## src/scr_pkg.sv

```systemverilog
// package: register map, field layout, reset values and timing constants
package scr_pkg;
    // register byte addresses on the wishbone bus
    localparam logic [7:0] ADDR_CTRL_ZERO = 8'h00;
    localparam logic [7:0] ADDR_CTRL_ONE = 8'h04;
    localparam logic [7:0] ADDR_WAKE_SEL = 8'h08;
    localparam logic [7:0] ADDR_PULL_A = 8'h0C;
    localparam logic [7:0] ADDR_PULL_B = 8'h10;
    localparam logic [7:0] ADDR_LCD_COM = 8'h14;
    localparam logic [7:0] ADDR_IRQ_STAT = 8'h18;
    localparam logic [7:0] ADDR_IRQ_MASK = 8'h1C;
    localparam logic [7:0] ADDR_SYS_STAT = 8'h20;
    // field positions of system_control_one
    localparam int EDGE_POS = 6;
    localparam int TB_POS = 4;
    localparam int WDOG_POS = 0;
    // reset values
    localparam logic [7:0] CTRL_ONE_RST = 8'h8A;
    localparam logic [7:0] CTRL_ZERO_RST = 8'h00;
    localparam logic [3:0] WDOG_OFF_CODE = 4'hA;
    localparam logic [3:0] WDOG_ON_CODE = 4'h5;
    // edge select codes
    localparam logic [1:0] EDGE_NONE = 2'h0;
    localparam logic [1:0] EDGE_RISE = 2'h1;
    localparam logic [1:0] EDGE_FALL = 2'h2;
    localparam logic [1:0] EDGE_BOTH = 2'h3;
    // interrupt status bit positions
    localparam int IRQ_EXT = 0;
    localparam int IRQ_TB = 1;
    localparam int IRQ_WAKE = 2;
    // time base exponent for code 00
    localparam int TB_EXP_BASE = 10;
    // clock and mux handover: two mclk cycles of settle per switch
    localparam int CLK_PERIOD_NS = 5;
    localparam int SWITCH_SETTLE_NS = 10;
    localparam int SWITCH_CYCLES = (SWITCH_SETTLE_NS + CLK_PERIOD_NS - 1)
        / CLK_PERIOD_NS;
    // oscillator configuration option codes
    typedef enum logic [2:0] {
        SCR_OSC_FAST_XTAL = 3'h0,
        SCR_OSC_EXT_RC = 3'h1,
        SCR_OSC_FAST_RC = 3'h2,
        SCR_OSC_RC_SLOW_XTAL = 3'h3
    } scr_osc_cfg_t;
    // clock switch states, gray along fast->gating->slow
    typedef enum logic [1:0] {
        SCR_CK_FAST = 2'b00,
        SCR_CK_GATE = 2'b01,
        SCR_CK_SLOW = 2'b11,
        SCR_CK_BACK = 2'b10
    } scr_ck_state_t;
    // time base terminal count, one less than the period in source clocks, for a select code
    function automatic logic [13:0] scr_tb_limit(input logic [1:0] sel);
        scr_tb_limit = 14'(14'h0001 << (TB_EXP_BASE + int'(sel))) - 14'h0001;
    endfunction
endpackage

```

## src/scr_edge_sync.sv

```systemverilog
// synchroniser with rising and falling edge detection
`timescale 1ns/1ps
module scr_edge_sync import scr_pkg::*; #(
    parameter int WIDTH = 1
) (
    // clock and reset
    input wire logic mclk,
    input wire logic rst_b,
    // asynchronous level in, edge pulses out
    input wire logic [WIDTH-1:0] pinIn,
    output logic [WIDTH-1:0] level,
    output logic [WIDTH-1:0] rise,
    output logic [WIDTH-1:0] fall
);
    logic [WIDTH-1:0] stage1, stage2, stage3;
    logic [WIDTH-1:0] next_stage1, next_stage2, next_stage3;

    // stage1 feeds only stage2
    always_comb begin
        next_stage1 = pinIn;
        next_stage2 = stage1;
        next_stage3 = stage2;
    end

    always_ff @(posedge mclk) begin
        if (!rst_b) begin
            stage1 <= '0;
            stage2 <= '0;
            stage3 <= '0;
        end else begin
            stage1 <= next_stage1;
            stage2 <= next_stage2;
            stage3 <= next_stage3;
        end
    end

    // edge pulses from the settled stages
    assign level = stage2;
    assign rise = stage2 & ~stage3;
    assign fall = ~stage2 & stage3;
endmodule

```

## src/scr_regs.sv

```systemverilog
// system control register bank with wishbone slave and clock mode control
`timescale 1ns/1ps
module scr_regs import scr_pkg::*; #(
    parameter int PA_WIDTH = 8,
    parameter int PB_WIDTH = 8
) (
    // clock and reset
    input wire logic mclk,
    input wire logic rst_b,
    // wishbone classic slave
    input wire logic wb_cyc_i,
    input wire logic wb_stb_i,
    input wire logic wb_we_i,
    input wire logic [7:0] wb_adr_i,
    input wire logic [3:0] wb_sel_i,
    input wire logic [31:0] wb_dat_i,
    output logic [31:0] wb_dat_o,
    output logic wb_ack_o,
    // configuration options
    input wire logic [2:0] oscConfig,
    input wire logic wdogOption,
    // oscillator ticks, synchronous to mclk
    input wire logic fastRcTick,
    input wire logic slowXtalTick,
    input wire logic slowRcTick,
    // core status
    input wire logic haltExec,
    input wire logic [PA_WIDTH-1:0] portAIn,
    input wire logic [PA_WIDTH-1:0] portADirIn,
    input wire logic [PB_WIDTH-1:0] portBDirIn,
    input wire logic extIrqPin,
    // controls out
    output logic fastRcEnable,
    output logic sysClkSlow,
    output logic sysClkGate,
    output logic watchdogEnable,
    output logic watchdogTick,
    output logic timebaseTick,
    output logic lowPower,
    output logic wakeUp,
    output logic [PA_WIDTH-1:0] portAPullEn,
    output logic [PB_WIDTH-1:0] portBPullEn,
    output logic [3:0] lcdComDrive,
    output logic [3:0] lcdComEnable,
    output logic extRcPinSel,
    output logic irq
);
    logic [7:0] ctrlZero, ctrlOne, lcdCom;
    logic [PA_WIDTH-1:0] wakeSel, pullA;
    logic [PB_WIDTH-1:0] pullB;
    logic [2:0] irqStat, irqMask;
    logic [7:0] next_ctrlZero, next_ctrlOne, next_lcdCom;
    logic [PA_WIDTH-1:0] next_wakeSel, next_pullA;
    logic [PB_WIDTH-1:0] next_pullB;
    logic [2:0] next_irqStat, next_irqMask;
    logic next_ack, next_lowPower;
    logic [31:0] next_dat;
    logic wrStrobe, extRise, extFall, extHit, tbPulse, modeValid;
    logic [PA_WIDTH-1:0] paFall;
    scr_ck_state_t ckState, next_ckState;
    logic [1:0] settle, next_settle;

    // ************************************************
    // edge detection and time base
    // ************************************************

    // synchronise the external interrupt pin and port a
    scr_edge_sync #(.WIDTH(1)) uExtSync (
        .mclk(mclk),
        .rst_b(rst_b),
        .pinIn(extIrqPin),
        .level(),
        .rise(extRise),
        .fall(extFall)
    );

    scr_edge_sync #(.WIDTH(PA_WIDTH)) uWakeSync (
        .mclk(mclk),
        .rst_b(rst_b),
        .pinIn(portAIn),
        .level(),
        .rise(),
        .fall(paFall)
    );

    // slow crystal feeds the time base when present, else the slow rc
    assign modeValid = (oscConfig == SCR_OSC_RC_SLOW_XTAL);
    assign timebaseTick = modeValid ? slowXtalTick : slowRcTick;
    assign watchdogTick = slowRcTick;

    scr_timebase uTimebase (
        .mclk(mclk),
        .rst_b(rst_b),
        .srcTick(timebaseTick),
        .periodSel(ctrlOne[TB_POS +: 2]),
        .tbPulse(tbPulse)
    );

    // edge select decode
    always_comb begin
        unique case (ctrlOne[EDGE_POS +: 2])
            EDGE_NONE: extHit = 1'b0;
            EDGE_RISE: extHit = extRise;
            EDGE_FALL: extHit = extFall;
            EDGE_BOTH: extHit = extRise | extFall;
        endcase
    end

    // ************************************************
    // wishbone register access
    // ************************************************

    // a write lands on the edge at which the master sees ack high
    assign wrStrobe = wb_cyc_i && wb_stb_i && wb_we_i && wb_sel_i[0]
        && wb_ack_o;

    // register next values; hardware set wins over write-one clear
    always_comb begin
        next_ctrlZero = ctrlZero;
        next_ctrlOne = ctrlOne;
        next_lcdCom = lcdCom;
        next_wakeSel = wakeSel;
        next_pullA = pullA;
        next_pullB = pullB;
        next_irqMask = irqMask;
        next_irqStat = irqStat;
        next_lowPower = lowPower;
        if (wrStrobe) begin
            unique case (wb_adr_i)
                ADDR_CTRL_ZERO: next_ctrlZero = {4'h0, wb_dat_i[3:0]};
                ADDR_CTRL_ONE: next_ctrlOne = wb_dat_i[7:0];
                ADDR_WAKE_SEL: next_wakeSel = wb_dat_i[PA_WIDTH-1:0];
                ADDR_PULL_A: next_pullA = wb_dat_i[PA_WIDTH-1:0];
                ADDR_PULL_B: next_pullB = wb_dat_i[PB_WIDTH-1:0];
                ADDR_LCD_COM: next_lcdCom = wb_dat_i[7:0];
                ADDR_IRQ_STAT: next_irqStat = irqStat & ~wb_dat_i[2:0];
                ADDR_IRQ_MASK: next_irqMask = wb_dat_i[2:0];
                default: ;
            endcase
        end
        if (extHit) next_irqStat[IRQ_EXT] = 1'b1;
        if (tbPulse) next_irqStat[IRQ_TB] = 1'b1;
        // halt enters low power whatever the mode bit holds
        if (haltExec) next_lowPower = 1'b1;
        if (lowPower && |(paFall & wakeSel)) begin
            next_lowPower = 1'b0;
            next_irqStat[IRQ_WAKE] = 1'b1;
        end
    end

    // read mux and single-cycle ack
    always_comb begin
        next_ack = wb_cyc_i && wb_stb_i && !wb_ack_o;
        next_dat = '0;
        unique case (wb_adr_i)
            ADDR_CTRL_ZERO: next_dat[7:0] = ctrlZero;
            ADDR_CTRL_ONE: next_dat[7:0] = ctrlOne;
            ADDR_WAKE_SEL: next_dat[PA_WIDTH-1:0] = wakeSel;
            ADDR_PULL_A: next_dat[PA_WIDTH-1:0] = pullA;
            ADDR_PULL_B: next_dat[PB_WIDTH-1:0] = pullB;
            ADDR_LCD_COM: next_dat[7:0] = lcdCom;
            ADDR_IRQ_STAT: next_dat[2:0] = irqStat;
            ADDR_IRQ_MASK: next_dat[2:0] = irqMask;
            ADDR_SYS_STAT: next_dat[3:0] = {lowPower, watchdogEnable,
                ckState};
            default: ;
        endcase
    end

    always_ff @(posedge mclk) begin
        if (!rst_b) begin
            ctrlZero <= CTRL_ZERO_RST;
            ctrlOne <= CTRL_ONE_RST;
            lcdCom <= '0;
            wakeSel <= '0;
            pullA <= '0;
            pullB <= '0;
            irqStat <= '0;
            irqMask <= '0;
            lowPower <= 1'b0;
            wb_ack_o <= 1'b0;
            wb_dat_o <= '0;
        end else begin
            ctrlZero <= next_ctrlZero;
            ctrlOne <= next_ctrlOne;
            lcdCom <= next_lcdCom;
            wakeSel <= next_wakeSel;
            pullA <= next_pullA;
            pullB <= next_pullB;
            irqStat <= next_irqStat;
            irqMask <= next_irqMask;
            lowPower <= next_lowPower;
            wb_ack_o <= next_ack;
            wb_dat_o <= next_dat;
        end
    end

    // ************************************************
    // glitch-free system clock switch
    // ************************************************

    // gate the core clock for a settle time between sources
    always_comb begin
        next_ckState = ckState;
        next_settle = settle;
        unique case (ckState)
            SCR_CK_FAST: begin
                next_settle = 2'(SWITCH_CYCLES);
                if (modeValid && ctrlZero[0]) next_ckState = SCR_CK_GATE;
            end
            SCR_CK_GATE: begin
                // request withdrawn while gated: stay on the fast source
                if (!(modeValid && ctrlZero[0])) next_ckState = SCR_CK_FAST;
                else if (settle != 2'h0) next_settle = settle - 2'h1;
                else if (slowXtalTick) next_ckState = SCR_CK_SLOW;
            end
            SCR_CK_SLOW: begin
                next_settle = 2'(SWITCH_CYCLES);
                if (!(modeValid && ctrlZero[0])) next_ckState = SCR_CK_BACK;
            end
            SCR_CK_BACK: begin
                if (settle != 2'h0) next_settle = settle - 2'h1;
                else if (fastRcTick) next_ckState = SCR_CK_FAST;
            end
        endcase
    end

    always_ff @(posedge mclk) begin
        if (!rst_b) begin
            ckState <= SCR_CK_FAST;
            settle <= '0;
        end else begin
            ckState <= next_ckState;
            settle <= next_settle;
        end
    end

    // ************************************************
    // outputs
    // ************************************************

    assign sysClkSlow = (ckState == SCR_CK_SLOW);
    assign sysClkGate = ckState[0] ^ ckState[1];
    assign fastRcEnable = !sysClkSlow && !lowPower;
    assign watchdogEnable = wdogOption
        || (ctrlOne[WDOG_POS +: 4] != WDOG_OFF_CODE);
    assign wakeUp = lowPower && |(paFall & wakeSel);
    assign portAPullEn = pullA & portADirIn;
    assign portBPullEn = pullB & portBDirIn;
    assign lcdComEnable = lcdCom[3:0];
    assign lcdComDrive = lcdCom[7:4];
    assign extRcPinSel = (oscConfig == SCR_OSC_EXT_RC);
    assign irq = |(irqStat & irqMask);

    // ************************************************
    // checks
    // ************************************************

    chk_mode_ignored: assert property (
        @(posedge mclk) disable iff (!rst_b)
        !modeValid |-> ##2 !sysClkSlow)
        else $error("clock mode acted outside combined configuration");
    chk_slow_stops_rc: assert property (
        @(posedge mclk) disable iff (!rst_b)
        sysClkSlow |-> !fastRcEnable)
        else $error("fast rc running while slow clock selected");
    chk_fast_default: assert property (
        @(posedge mclk) disable iff (!rst_b)
        (ckState == SCR_CK_FAST) && !lowPower |-> fastRcEnable)
        else $error("fast rc stopped in fast mode");
    chk_wdog_code: assert property (
        @(posedge mclk) disable iff (!rst_b)
        (!wdogOption && ctrlOne[3:0] == WDOG_OFF_CODE) == !watchdogEnable)
        else $error("watchdog enable mismatch");
    chk_ext_edge: assert property (
        @(posedge mclk) disable iff (!rst_b)
        extHit |=> irqStat[IRQ_EXT])
        else $error("external edge lost");
    chk_edge_off: assert property (
        @(posedge mclk) disable iff (!rst_b)
        ctrlOne[7:6] == EDGE_NONE |-> !extHit)
        else $error("edge seen while disabled");
    chk_wake_exit: assert property (
        @(posedge mclk) disable iff (!rst_b)
        wakeUp |=> !lowPower && irqStat[IRQ_WAKE])
        else $error("wake did not leave low power");
    chk_halt_enter: assert property (
        @(posedge mclk) disable iff (!rst_b)
        haltExec && !wakeUp |=> lowPower)
        else $error("halt did not enter low power");
    chk_gate_switch: assert property (
        @(posedge mclk) disable iff (!rst_b)
        $rose(sysClkSlow) |-> $past(sysClkGate))
        else $error("clock switched without gating");
    chk_reset_value: assert property (
        @(posedge mclk)
        !rst_b |=> ctrlOne == CTRL_ONE_RST)
        else $error("control one reset value wrong");
endmodule

```

## src/scr_timebase.sv

```systemverilog
// time base divider on the selected source clock tick
`timescale 1ns/1ps
module scr_timebase import scr_pkg::*; (
    // clock and reset
    input wire logic mclk,
    input wire logic rst_b,
    // source tick and period select
    input wire logic srcTick,
    input wire logic [1:0] periodSel,
    // one-cycle period pulse
    output logic tbPulse
);
    logic [13:0] count;
    logic [13:0] next_count;
    logic next_tbPulse;

    // count source ticks up to 2^(10+sel)-1
    always_comb begin
        next_count = count;
        next_tbPulse = 1'b0;
        if (srcTick) begin
            if (count >= scr_tb_limit(periodSel)) begin
                next_count = '0;
                next_tbPulse = 1'b1;
            end else begin
                next_count = count + 14'h0001;
            end
        end
    end

    always_ff @(posedge mclk) begin
        if (!rst_b) begin
            count <= '0;
            tbPulse <= 1'b0;
        end else begin
            count <= next_count;
            tbPulse <= next_tbPulse;
        end
    end

    chk_tb_pulse_tick: assert property (
        @(posedge mclk) disable iff (!rst_b)
        tbPulse |-> $past(srcTick))
        else $error("time base pulse without source tick");
endmodule

```

## config.mk

```make
export PLATFORM = sky130hd
export DESIGN_NAME = scr_regs
export DESIGN_NICKNAME = d
export VERILOG_FILES = /design/src/scr_pkg.sv /design/src/scr_edge_sync.sv /design/src/scr_regs.sv /design/src/scr_timebase.sv
export SDC_FILE = /design/constraint.sdc
export NUM_CORES = 1
export LEC_CHECK = 0
export BUFFER_PORTS_ARGS = -buffer_cell sky130_fd_sc_hd__buf_2
export CORE_ASPECT_RATIO = 0.5
export CORE_MARGIN = 2
export CORE_UTILIZATION = 45
export DETAILED_ROUTE_END_ITERATION = 10
export GPL_TIMING_DRIVEN = 0
export HOLD_SLACK_MARGIN = 0.15
export PLACE_DENSITY_LB_ADDON = 0.3
export SYNTH_ARGS = -nofsm -noshare
export SYNTH_HDL_FRONTEND = slang
export SYNTH_SLANG_ARGS = --single-unit
```

## constraint.sdc

```tcl
create_clock -name mclk -period 5.1 [get_ports mclk]
set_clock_uncertainty 0.2 [all_clocks]
set_input_delay 0.255 -clock mclk [delete_from_list [all_inputs] [get_ports mclk]]
set_output_delay 0.255 -clock mclk [all_outputs]
set_load 0.005 [all_outputs]
```

==> results of run 1 <==
-- layout by cell type, fill, tap and decap left out, types with 10 or more instances in the layout --
cell / Yosys / final
buf_4: 28 / 28
nand3b_1: 12 / 12
conb_1: 2 / 26
nand3_1: 19 / 19
a21oi_1: 44 / 44
dlygate4sd3_1: 0 / 23
clkbuf_1: 18 / 18
and2_1: 46 / 46
inv_1: 13 / 13
mux2i_1: 37 / 37
a31oi_1: 10 / 10
dfxtp_1: 106 / 106
ha_1: 13 / 13
buf_2: 6 / 97
nand2_1: 89 / 89
nor2_1: 48 / 48
o21ai_0: 16 / 16
-- layer usage --
layer / up-vias / wire (um) / share of wire, % / GRT usage [%]
met4: 0 / 164 / 1.2 / 6.11
li1: 2331 / - / - / -
met3: 16 / 950 / 6.9 / 4.64
met2: 163 / 6160 / 45 / 37.9
met1: 2172 / 6430 / 47 / 30.1
met5: - / 0 / 0 / 0
-- Yosys cell counts, types with 6 or more instances --
cell type / number
and2_1: 46
mux2i_1: 37
nand2_1: 89
nand3_1: 19
ha_1: 13
nor3_1: 6
or3_1: 6
nor2_1: 48
dfxtp_1: 106
a31oi_1: 10
nand4_1: 9
and4_1: 6
buf_2: 6
buf_4: 28
inv_1: 13
nand3b_1: 12
o21ai_0: 16
a21oi_1: 44
clkbuf_1: 18
and3_1: 7
-- critical path: stages --
cell           delay (ns)
dlygate4sd3_1        0.55
buf_6                0.15
nor4b_4              0.55
and2b_1              0.28
a32oi_1              0.14
a211oi_1             0.26
dlygate4sd3_1        0.57
-- per-stage QoR --
stage               util, %  setup WS (ns)
floorplan                 -           2.96
global placement       52.8           2.68
detailed placement     52.8           2.64
CTS                    57.4           2.46
global route           57.4           2.35
finish                 57.4           2.44
-- power breakdown --
group | leakage, nW | internal [W] | switching, W | total [W]
sequential | 0.860 | 0.000839 | 0.00000653 | 0.000845
combinational | 1.78 | 0.0000630 | 0.0000732 | 0.000136
clock | 0.131 | 0.000339 | 0.000329 | 0.000668
-- sequential cells by signal, summed over array words and instances (netlist names) --
signal and count:
wb_ack_o 1, ctrlZero 4, wb_dat_o 8, lcdCom 8
uExtSync.level 1, uExtSync.next_stage2 1, pullB 8, pullA 8
uTimebase.tbPulse 1, uTimebase.count 14, uWakeSync.stage3 8, irqStat 3
uWakeSync.next_stage2 8, uExtSync.stage3 1, wakeSel 8, irqMask 3
ckState 2, uWakeSync.level 8, ctrlOne 8, settle 2
lowPower 1
-- cell type report --
class | count | area (um2) | share of cell area, %
Clock buffer | 9 | 225 | 3.56
Buffer | 55 | 327 | 5.16
Tap cell | 145 | 181 | 2.87
Timing Repair Buffer | 114 | 686 | 10.8
Clock inverter | 7 | 60.1 | 0.949
Multi-Input combinational cell | 448 | 2670 | 42.2
Inverter | 14 | 52.6 | 0.831
Sequential cell | 106 | 2120 | 33.5
-- worst max-delay path by stage --
stage / cells after the start / slack (ns) / end / from
2_1_floorplan: 8 / 2.96 / uTimebase.count[2]$_SDFFE_PN0P_ / ctrlOne[5]$_SDFFE_PN0P_
3_3_place_gp: 8 / 2.68 / uTimebase.count[2]$_SDFFE_PN0P_ / ctrlOne[5]$_SDFFE_PN0P_
3_5_place_dp: 7 / 2.64 / uTimebase.count[3]$_SDFFE_PN0P_ / ctrlOne[5]$_SDFFE_PN0P_
4_1_cts: 7 / 2.46 / wb_dat_o[3]$_SDFF_PN0_ / wb_adr_i[5]
5_1_grt: 7 / 2.35 / wb_dat_o[3]$_SDFF_PN0_ / wb_adr_i[5]
6_report: 7 / 2.44 / wb_dat_o[3]$_SDFF_PN0_ / wb_adr_i[5]
-- cells by family (layout without fill, tap and decap cells) --
group	after synthesis	count (layout)	share of synthesized area (%)
AND/OR/NAND/NOR	268	268	27.2
AO/OA/AOI/OAI	99	99	11.9
multiplexers	42	42	8.39
buffers and inverters	69	199	7.46
flip-flops	106	106	41.7
other	2	26	0.148
adder cells (fa/ha/maj)	13	13	3.20
==> impl_metrics.ini, run 1 <==
[routing]
drt_iter0_drc = 299
drcViolationCount = 0
dr.pass1.iters = 5
routed_wl_um = 13700
avgViaCountPerCell = 5.21
final_antenna_net_count = 0
route.detailed.wl_per_inst_um = 15.3
dr_total_vias = 4682

[cts]
post-cts-setup-buffer-count = 0
cts_made_buffers = 9
cts_resized = 0
cts_tree = yes
cts.sink_count = 106
cts_root_buffer = clkbuf_16
insertion_delay_ns = 0.35
postCtsHoldBufs = 23
htree_levels = 3
clock_tree.buffer_depth = 2
cts.clk_slew.worst_paths_ns = 0.07

[die]
die_area_um2 = 12200
chipHeight_um = 79.2
floorplan.rows = 27
boundaryPins = 149
core_um2 = 11000
initial_utilization_pct = 46.2
die_w_um = 154

[synth]
syn_inst = 599
yosysSeqAreaShare_pct = 41.7
synth-seq-cells = 106
yosys-top-cells-area = dfxtp_1 (42%), mux2i_1 (7.3%), nand2_1 (6.6%), and2_1 (5.7%), a21oi_1 (4.3%)
async_flop_share_pct = 0
syn_area_per_cell_um2 = 8.49
syn_area_um2 = 5080
synth_cell_types = 55
yosysWarnings = 0
synth_edf_count = 0
yosysTopAreaCell = dfxtp_1
synthFlopType = dfxtp_1
yosysTopAreaCellShare_pct = 41.7

[worst_setup_path]
cp.arrival_ns = 2.76
crit_required_ns = 5.19
regToRegSetupSlack_ns = 2.62
path_max_fanout = 10
critPathKind = in2reg
cp-end-kind = register
start_kind = primary input
r2r_end = uTimebase.count[2]$_SDFFE_PN0P_
timing.rr.start = ctrlOne[5]$_SDFFE_PN0P_
reg2reg_depth = 8

[sta]
slew_violations = 0
finalHoldViolCount = 0
finalSetupTns_ns = 0
tightest_slew_ns = 0.684
finalCritPeriodShare_pct = 52.2
rsz0062_at_grt = false
final-setup-viol-count = 0
hold_ws_ns = 0.165
fin_crit_ns = 2.66
maxSlewHeadroom_pct = 54.4
fmax_mhz = 375

[placed_design]
gp_congestion = 0.919
placed_cell_area_um2 = 5810
place_hpwl_um = 10100
portBuffers = 91
placed_cells = 859

[power]
vdd_drop_max_mv = 0.154
cellPowerDensity_nw_per_um2 = 261
power_w = 0.00165
leakagePower_nw = 2.77

[outcome]
outcome = finished clean

[layout]
postLayoutCellArea_um2 = 6330
diodes = 0
fin_nets = 843
fin_cells = 898
fillCellCount = 1013
drive_gt1_share_pct = 20.2
area_growth_pct = 24.4

[global_route]
grt_max_degree = 20
gr-usage-all-layers_pct = 22.7
grt_pass1_wl_um = 21700
grt_pass1_vias = 4358
grt_overflow_total = 0
antenna_found_initial = 0

[run]
maxCapViolCount = 0

[worst_hold_path]
hold_class = in2reg
hold_path_startpoint = wb_dat_i[2]
min_to = pullB[2]$_SDFFE_PN0P_
min_path_cells = 3
Power figures use the tool's default switching activity.
==> run 2: changes to the inputs <==
Clock period 5.1 ns to 2.1 ns, I/O delays scaled along.
==> run 2 against run 1 <==
Effect of this change:
- the flow now finishes with violations (setup timing)
- first-iteration DRC count is 13% higher
- utilization is 4.1 points higher
- global-route usage up 1.1 points
- cell count is 3.7% higher
- wire length up 8.6%
- via count increased by 4.8%
- register-to-register slack got worse by 2.8 ns
- critical endpoint is now uTimebase.count[7]$_SDFFE_PN0P_
- largest cell class unchanged
==> impl_metrics.ini, run 2 (synthesized netlist as in run 1, its figures left out) <==
[layout]
fillCellCount = 977
area_growth_pct = 33.4
drive_gt1_share_pct = 23.8
final_cell_mix = dfxtp_1 (102), buf_2 (95), nand2_1 (88), and2_1 (46), nor2_1 (44)
diodes = 0
largest_reg_flops = 14
regMostFlops = uTimebase.count
fin_util_pct = 61.6
fin_nets = 876
fin_cells = 931
final_common_cell = dfxtp_1

[die]
die_area_um2 = 12200
chipHeight_um = 79.2
die_w_um = 154
initial_utilization_pct = 46.2
boundaryPins = 149
floorplan.rows = 27
core_um2 = 11000

[placed_design]
dp_slack_ns = -0.362
placed_cells = 859
portBuffers = 91
gp_congestion = 0.909
place_hpwl_um = 10000

[worst_setup_path]
crit_required_ns = 2.18
reg2reg_depth = 8
cp-end-kind = register
path_max_fanout = 5
r2r_end = uTimebase.count[7]$_SDFFE_PN0P_
regToRegSetupSlack_ns = -0.17
start_kind = register
critPathKind = reg2reg
cp.arrival_ns = 2.36
timing.rr.start = ctrlOne[5]$_SDFFE_PN0P_

[global_route]
grt_pass1_vias = 4470
gr-usage-all-layers_pct = 23.8
grt_overflow_total = 0
grt_pass1_wl_um = 22500
antenna_found_initial = 0
grt_max_degree = 19

[routing]
dr_total_vias = 4909
routed_wl_um = 14900
avgViaCountPerCell = 5.27
final_antenna_net_count = 0
dr.pass1.iters = 5
drcViolationCount = 0
route.detailed.wl_per_inst_um = 16.0
drt_iter0_drc = 339

[worst_hold_path]
min_path_cells = 5
hold_path_startpoint = wb_adr_i[0]
min_to = ctrlZero[3]$_SDFFE_PN0P_
hold_class = in2reg

[outcome]
outcome = finished with violations
failed_checks = setup timing

[cts]
cts_made_buffers = 9
clock_tree.buffer_depth = 2
htree_levels = 3
cts_root_buffer = clkbuf_16
insertion_delay_ns = 0.35
cts.clk_slew.worst_paths_ns = 0.07
cts.sink_count = 106
cts_tree = yes

[sta]
maxSlewHeadroom_pct = 51.3
finalCritPeriodShare_pct = 108
fin_ws_ns = -0.175
hold_ws_ns = 0.151
slew_violations = 0
tightest_slew_ns = 0.730
fin_crit_ns = 2.27
finalHoldViolCount = 0
rsz0062_at_grt = true
final-setup-viol-count = 11
fmax_mhz = 440

[power]
vdd_drop_max_mv = 0.457
clkPwrFrac_pct = 41.5
seqPwrFrac_pct = 49.2
switching_power_w = 0.00100
swShare_pct = 24.1
p_int_w = 0.00316
leakagePower_nw = 2.97
cellPowerDensity_nw_per_um2 = 614
p_comb_share_pct = 9.3

[run]
maxCapViolCount = 0
==> run 2: layer usage <==
metal  global-route usage (%)  part of all wire (%)  up-vias
li1                         -                     -     2391
met1                     30.9                    45     2283
met2                     39.6                    45      203
met3                     5.68                   7.3       32
met4                     7.22                   2.1        0
met5                        0                     0        -
==> run 2: critical path: stages, from the launching register on <==
cell,delay (ns)
dfxtp_4,0.40
nor2_2,0.04
ha_1,0.28
and4_4,0.21
nand4_1,0.10
nand4_1,0.19
buf_4,0.21
or4_4,0.42
a21oi_2,0.14
==> run 2: power by group through the flow <==
stage                     clock network, W  logic [W]  registers (W)
final                              0.00173   0.000387        0.00205
after global routing               0.00183   0.000413        0.00205
after CTS                          0.00176   0.000360        0.00205
after detailed placement                 0   0.000292        0.00210
after global placement                   0   0.000291        0.00210
after floorplan                          0   0.000175        0.00209
==> run 2: worst max-delay path by stage <==
stage	startpoint	to	cells past startpoint
floorplan	ctrlOne[5]$_SDFFE_PN0P_	uTimebase.count[2]$_SDFFE_PN0P_	8
global placement	ctrlOne[5]$_SDFFE_PN0P_	uTimebase.count[3]$_SDFFE_PN0P_	7
detailed placement	ctrlOne[5]$_SDFFE_PN0P_	uTimebase.count[4]$_SDFFE_PN0P_	7
CTS	ctrlOne[4]$_SDFFE_PN0P_	uTimebase.count[2]$_SDFFE_PN0P_	8
global route	ctrlOne[4]$_SDFFE_PN0P_	uTimebase.count[7]$_SDFFE_PN0P_	8
finish	ctrlOne[5]$_SDFFE_PN0P_	uTimebase.count[7]$_SDFFE_PN0P_	8
==> run 2: layout make-up <==
type	instances	area, um2	share of cell area (%)
Inverter	14	52.6	0.775
Multi-Input combinational cell	448	2780	41.0
Clock inverter	6	71.3	1.05
Timing Repair Buffer	147	993	14.6
Tap cell	145	181	2.68
Buffer	55	343	5.06
Sequential cell	106	2130	31.4
Clock buffer	10	229	3.38
==> run 2: metrics by stage <==
stage,area [um2],power (W),TNS (ns)
6_report,6780,0.00416,-0.985
5_1_grt,6780,0.00430,-1.68
4_1_cts,6660,0.00417,-0.902
3_5_place_dp,5810,0.00239,-4.00
3_3_place_gp,5810,0.00239,-3.17
2_1_floorplan,5170,0.00227,0
==> run 2: what timing repair did <==
action | CTS | global route
endpoints found under the hold margin | 75 | 0
setup endpoints to repair | 23 | 46
resized for setup | 16 | 21
setup buffers | 7 | 5
cloned | 0 | 1
hold buffers | 43 | 0
pin swaps | 9 | 6
==> run 3: changes to the inputs <==
Settings changed: CTS_BUF_LIST from default to sky130_fd_sc_hd__clkbuf_8, SLEW_MARGIN from default to 30.
==> run 3 against run 2 <==
Effect of this change:
- the flow still finishes with violations (setup timing)
- sequential cell count did not move
- register-to-register slack got worse by 0.02 ns
- non-clock buffer count rose by 1
- hold slack got worse by 0.11 ns
- power fell by 10%
- critical path depth did not move
- sequential power barely moved
- via count fell by 0.45%
- clock power fell by 25%
- wire length rose by 0.48%
- critical path type unchanged
- critical endpoint unchanged
- highest routed layer unchanged
==> impl_metrics.ini, run 3 (synthesized netlist as in run 1, its figures left out) <==
[placed_design]
placed_cell_area_um2 = 5810
gp_congestion = 0.909
dp_slack_ns = -0.362
portBuffers = 91
place_hpwl_um = 10000

[worst_setup_path]
crit_required_ns = 2.21
path_max_fanout = 5
r2r_end = uTimebase.count[7]$_SDFFE_PN0P_
timing.rr.start = ctrlOne[5]$_SDFFE_PN0P_
critPathKind = reg2reg
regToRegSetupSlack_ns = -0.19
cp-end-kind = register
start_kind = register
cp.arrival_ns = 2.40
reg2reg_depth = 8

[power]
cellPowerDensity_nw_per_um2 = 558
vdd_drop_max_mv = 0.288
leakagePower_nw = 2.94

[routing]
dr_total_vias = 4887
drt_iter0_drc = 343
routed_wl_um = 14900
drcViolationCount = 0
route.detailed.wl_per_inst_um = 16.0
dr.pass1.iters = 5
avgViaCountPerCell = 5.24
final_antenna_net_count = 0

[run]
maxCapViolCount = 0

[cts]
clock_tree.buffer_depth = 2
cts_made_buffers = 9
cts_root_buffer = clkbuf_8
cts_tree = yes
htree_levels = 3
insertion_delay_ns = 0.38
cts.clk_slew.worst_paths_ns = 0.10
cts.sink_count = 106

[die]
die_area_um2 = 12200
chipHeight_um = 79.2
floorplan.rows = 27
initial_utilization_pct = 46.2
die_w_um = 154
boundaryPins = 149
core_um2 = 11000

[outcome]
outcome = finished with violations
failed_checks = setup timing

[sta]
finalCritPeriodShare_pct = 109
rsz0062_at_grt = true
finalHoldViolCount = 0
fin_crit_ns = 2.29
maxSlewHeadroom_pct = 51.2
slew_violations = 0
final-setup-viol-count = 12
tightest_slew_ns = 0.731
fmax_mhz = 437
fin_ws_ns = -0.190

[worst_hold_path]
min_to = wb_dat_o[3]$_SDFF_PN0_
min_path_cells = 4
hold_class = in2reg
hold_path_startpoint = wb_adr_i[1]

[layout]
area_growth_pct = 31.9
drive_gt1_share_pct = 23.8
postLayoutCellArea_um2 = 6710
final_common_cell = dfxtp_1
largest_reg_flops = 14
final_cell_mix = dfxtp_1 (102), buf_2 (96), nand2_1 (88), and2_1 (46)
fin_nets = 877
diodes = 0
regMostFlops = uTimebase.count

[global_route]
grt_overflow_total = 0
grt_max_degree = 19
grt_pass1_vias = 4511
gr-usage-all-layers_pct = 23.6
grt_pass1_wl_um = 22500
antenna_found_initial = 0
==> run 3: layer usage <==
metal | wire length, um | global-route usage [%] | up-vias
met2 | 6850 | 40.0 | 205
met4 | 285 | 7.04 | 0
li1 | - | - | 2392
met1 | 6890 | 30.4 | 2260
met3 | 923 | 5.29 | 30
met5 | 0 | 0 | -
==> run 3: how the worst max path moves through the flow <==
stage | end | depth (start not counted) | from | slack [ns]
2_1_floorplan | uTimebase.count[2]$_SDFFE_PN0P_ | 8 | ctrlOne[5]$_SDFFE_PN0P_ | 0.01
4_1_cts | uTimebase.count[2]$_SDFFE_PN0P_ | 8 | ctrlOne[4]$_SDFFE_PN0P_ | -0.08
3_3_place_gp | uTimebase.count[3]$_SDFFE_PN0P_ | 7 | ctrlOne[5]$_SDFFE_PN0P_ | -0.30
6_report | uTimebase.count[7]$_SDFFE_PN0P_ | 8 | ctrlOne[5]$_SDFFE_PN0P_ | -0.19
5_1_grt | uTimebase.count[7]$_SDFFE_PN0P_ | 8 | ctrlOne[5]$_SDFFE_PN0P_ | -0.23
3_5_place_dp | uTimebase.count[4]$_SDFFE_PN0P_ | 7 | ctrlOne[5]$_SDFFE_PN0P_ | -0.36
==> run 3: layout make-up <==
cell class | count | area (um2)
Buffer | 55 | 339
Clock buffer | 9 | 124
Clock inverter | 7 | 75.1
Fill cell | 992 | 4310
Inverter | 14 | 52.6
Multi-Input combinational cell | 448 | 2800
Sequential cell | 106 | 2130
Tap cell | 145 | 181
Timing Repair Buffer | 148 | 1010
==> run 3: through the flow <==
stage	TNS, ns	hold WS, ns	total power, W	utilization, %	cells
finish	-1.17	0.0394	0.00374	60.9	932
global route	-1.91	0.0576	0.00386	60.9	932
CTS	-0.452	-0.0843	0.00373	59.5	925
detailed placement	-4.00	0.116	0.00239	52.8	859
global placement	-3.17	0.114	0.00239	52.8	859
floorplan	0	0.0301	0.00227	-	623
==> run 3: critical path: stages, from the launching register on <==
cell and delay [ns]:
dfxtp_4 0.42, nor2_2 0.05, ha_1 0.27, and4_4 0.20, nand4_1 0.11, nand4_1 0.20, buf_4 0.21, or4_4 0.42
a21oi_2 0.14
==> run 3: report_power, final <==
part	internal (W)	total [W]	switching [W]	leakage, nW
sequential	0.00203	0.00205	0.0000156	0.862
clock	0.000561	0.00130	0.000743	0.0981
combinational	0.000192	0.000390	0.000198	1.98
total	0.00279	0.00374	0.000957	2.94
==> run 3: timing repair <==
item,CTS,global route
setup buffers,7,5
gates cloned,0,1
pin swaps,9,9
resized for setup,16,21
setup endpoints to repair,23,39
hold endpoints to repair,76,5
hold buffers,43,1
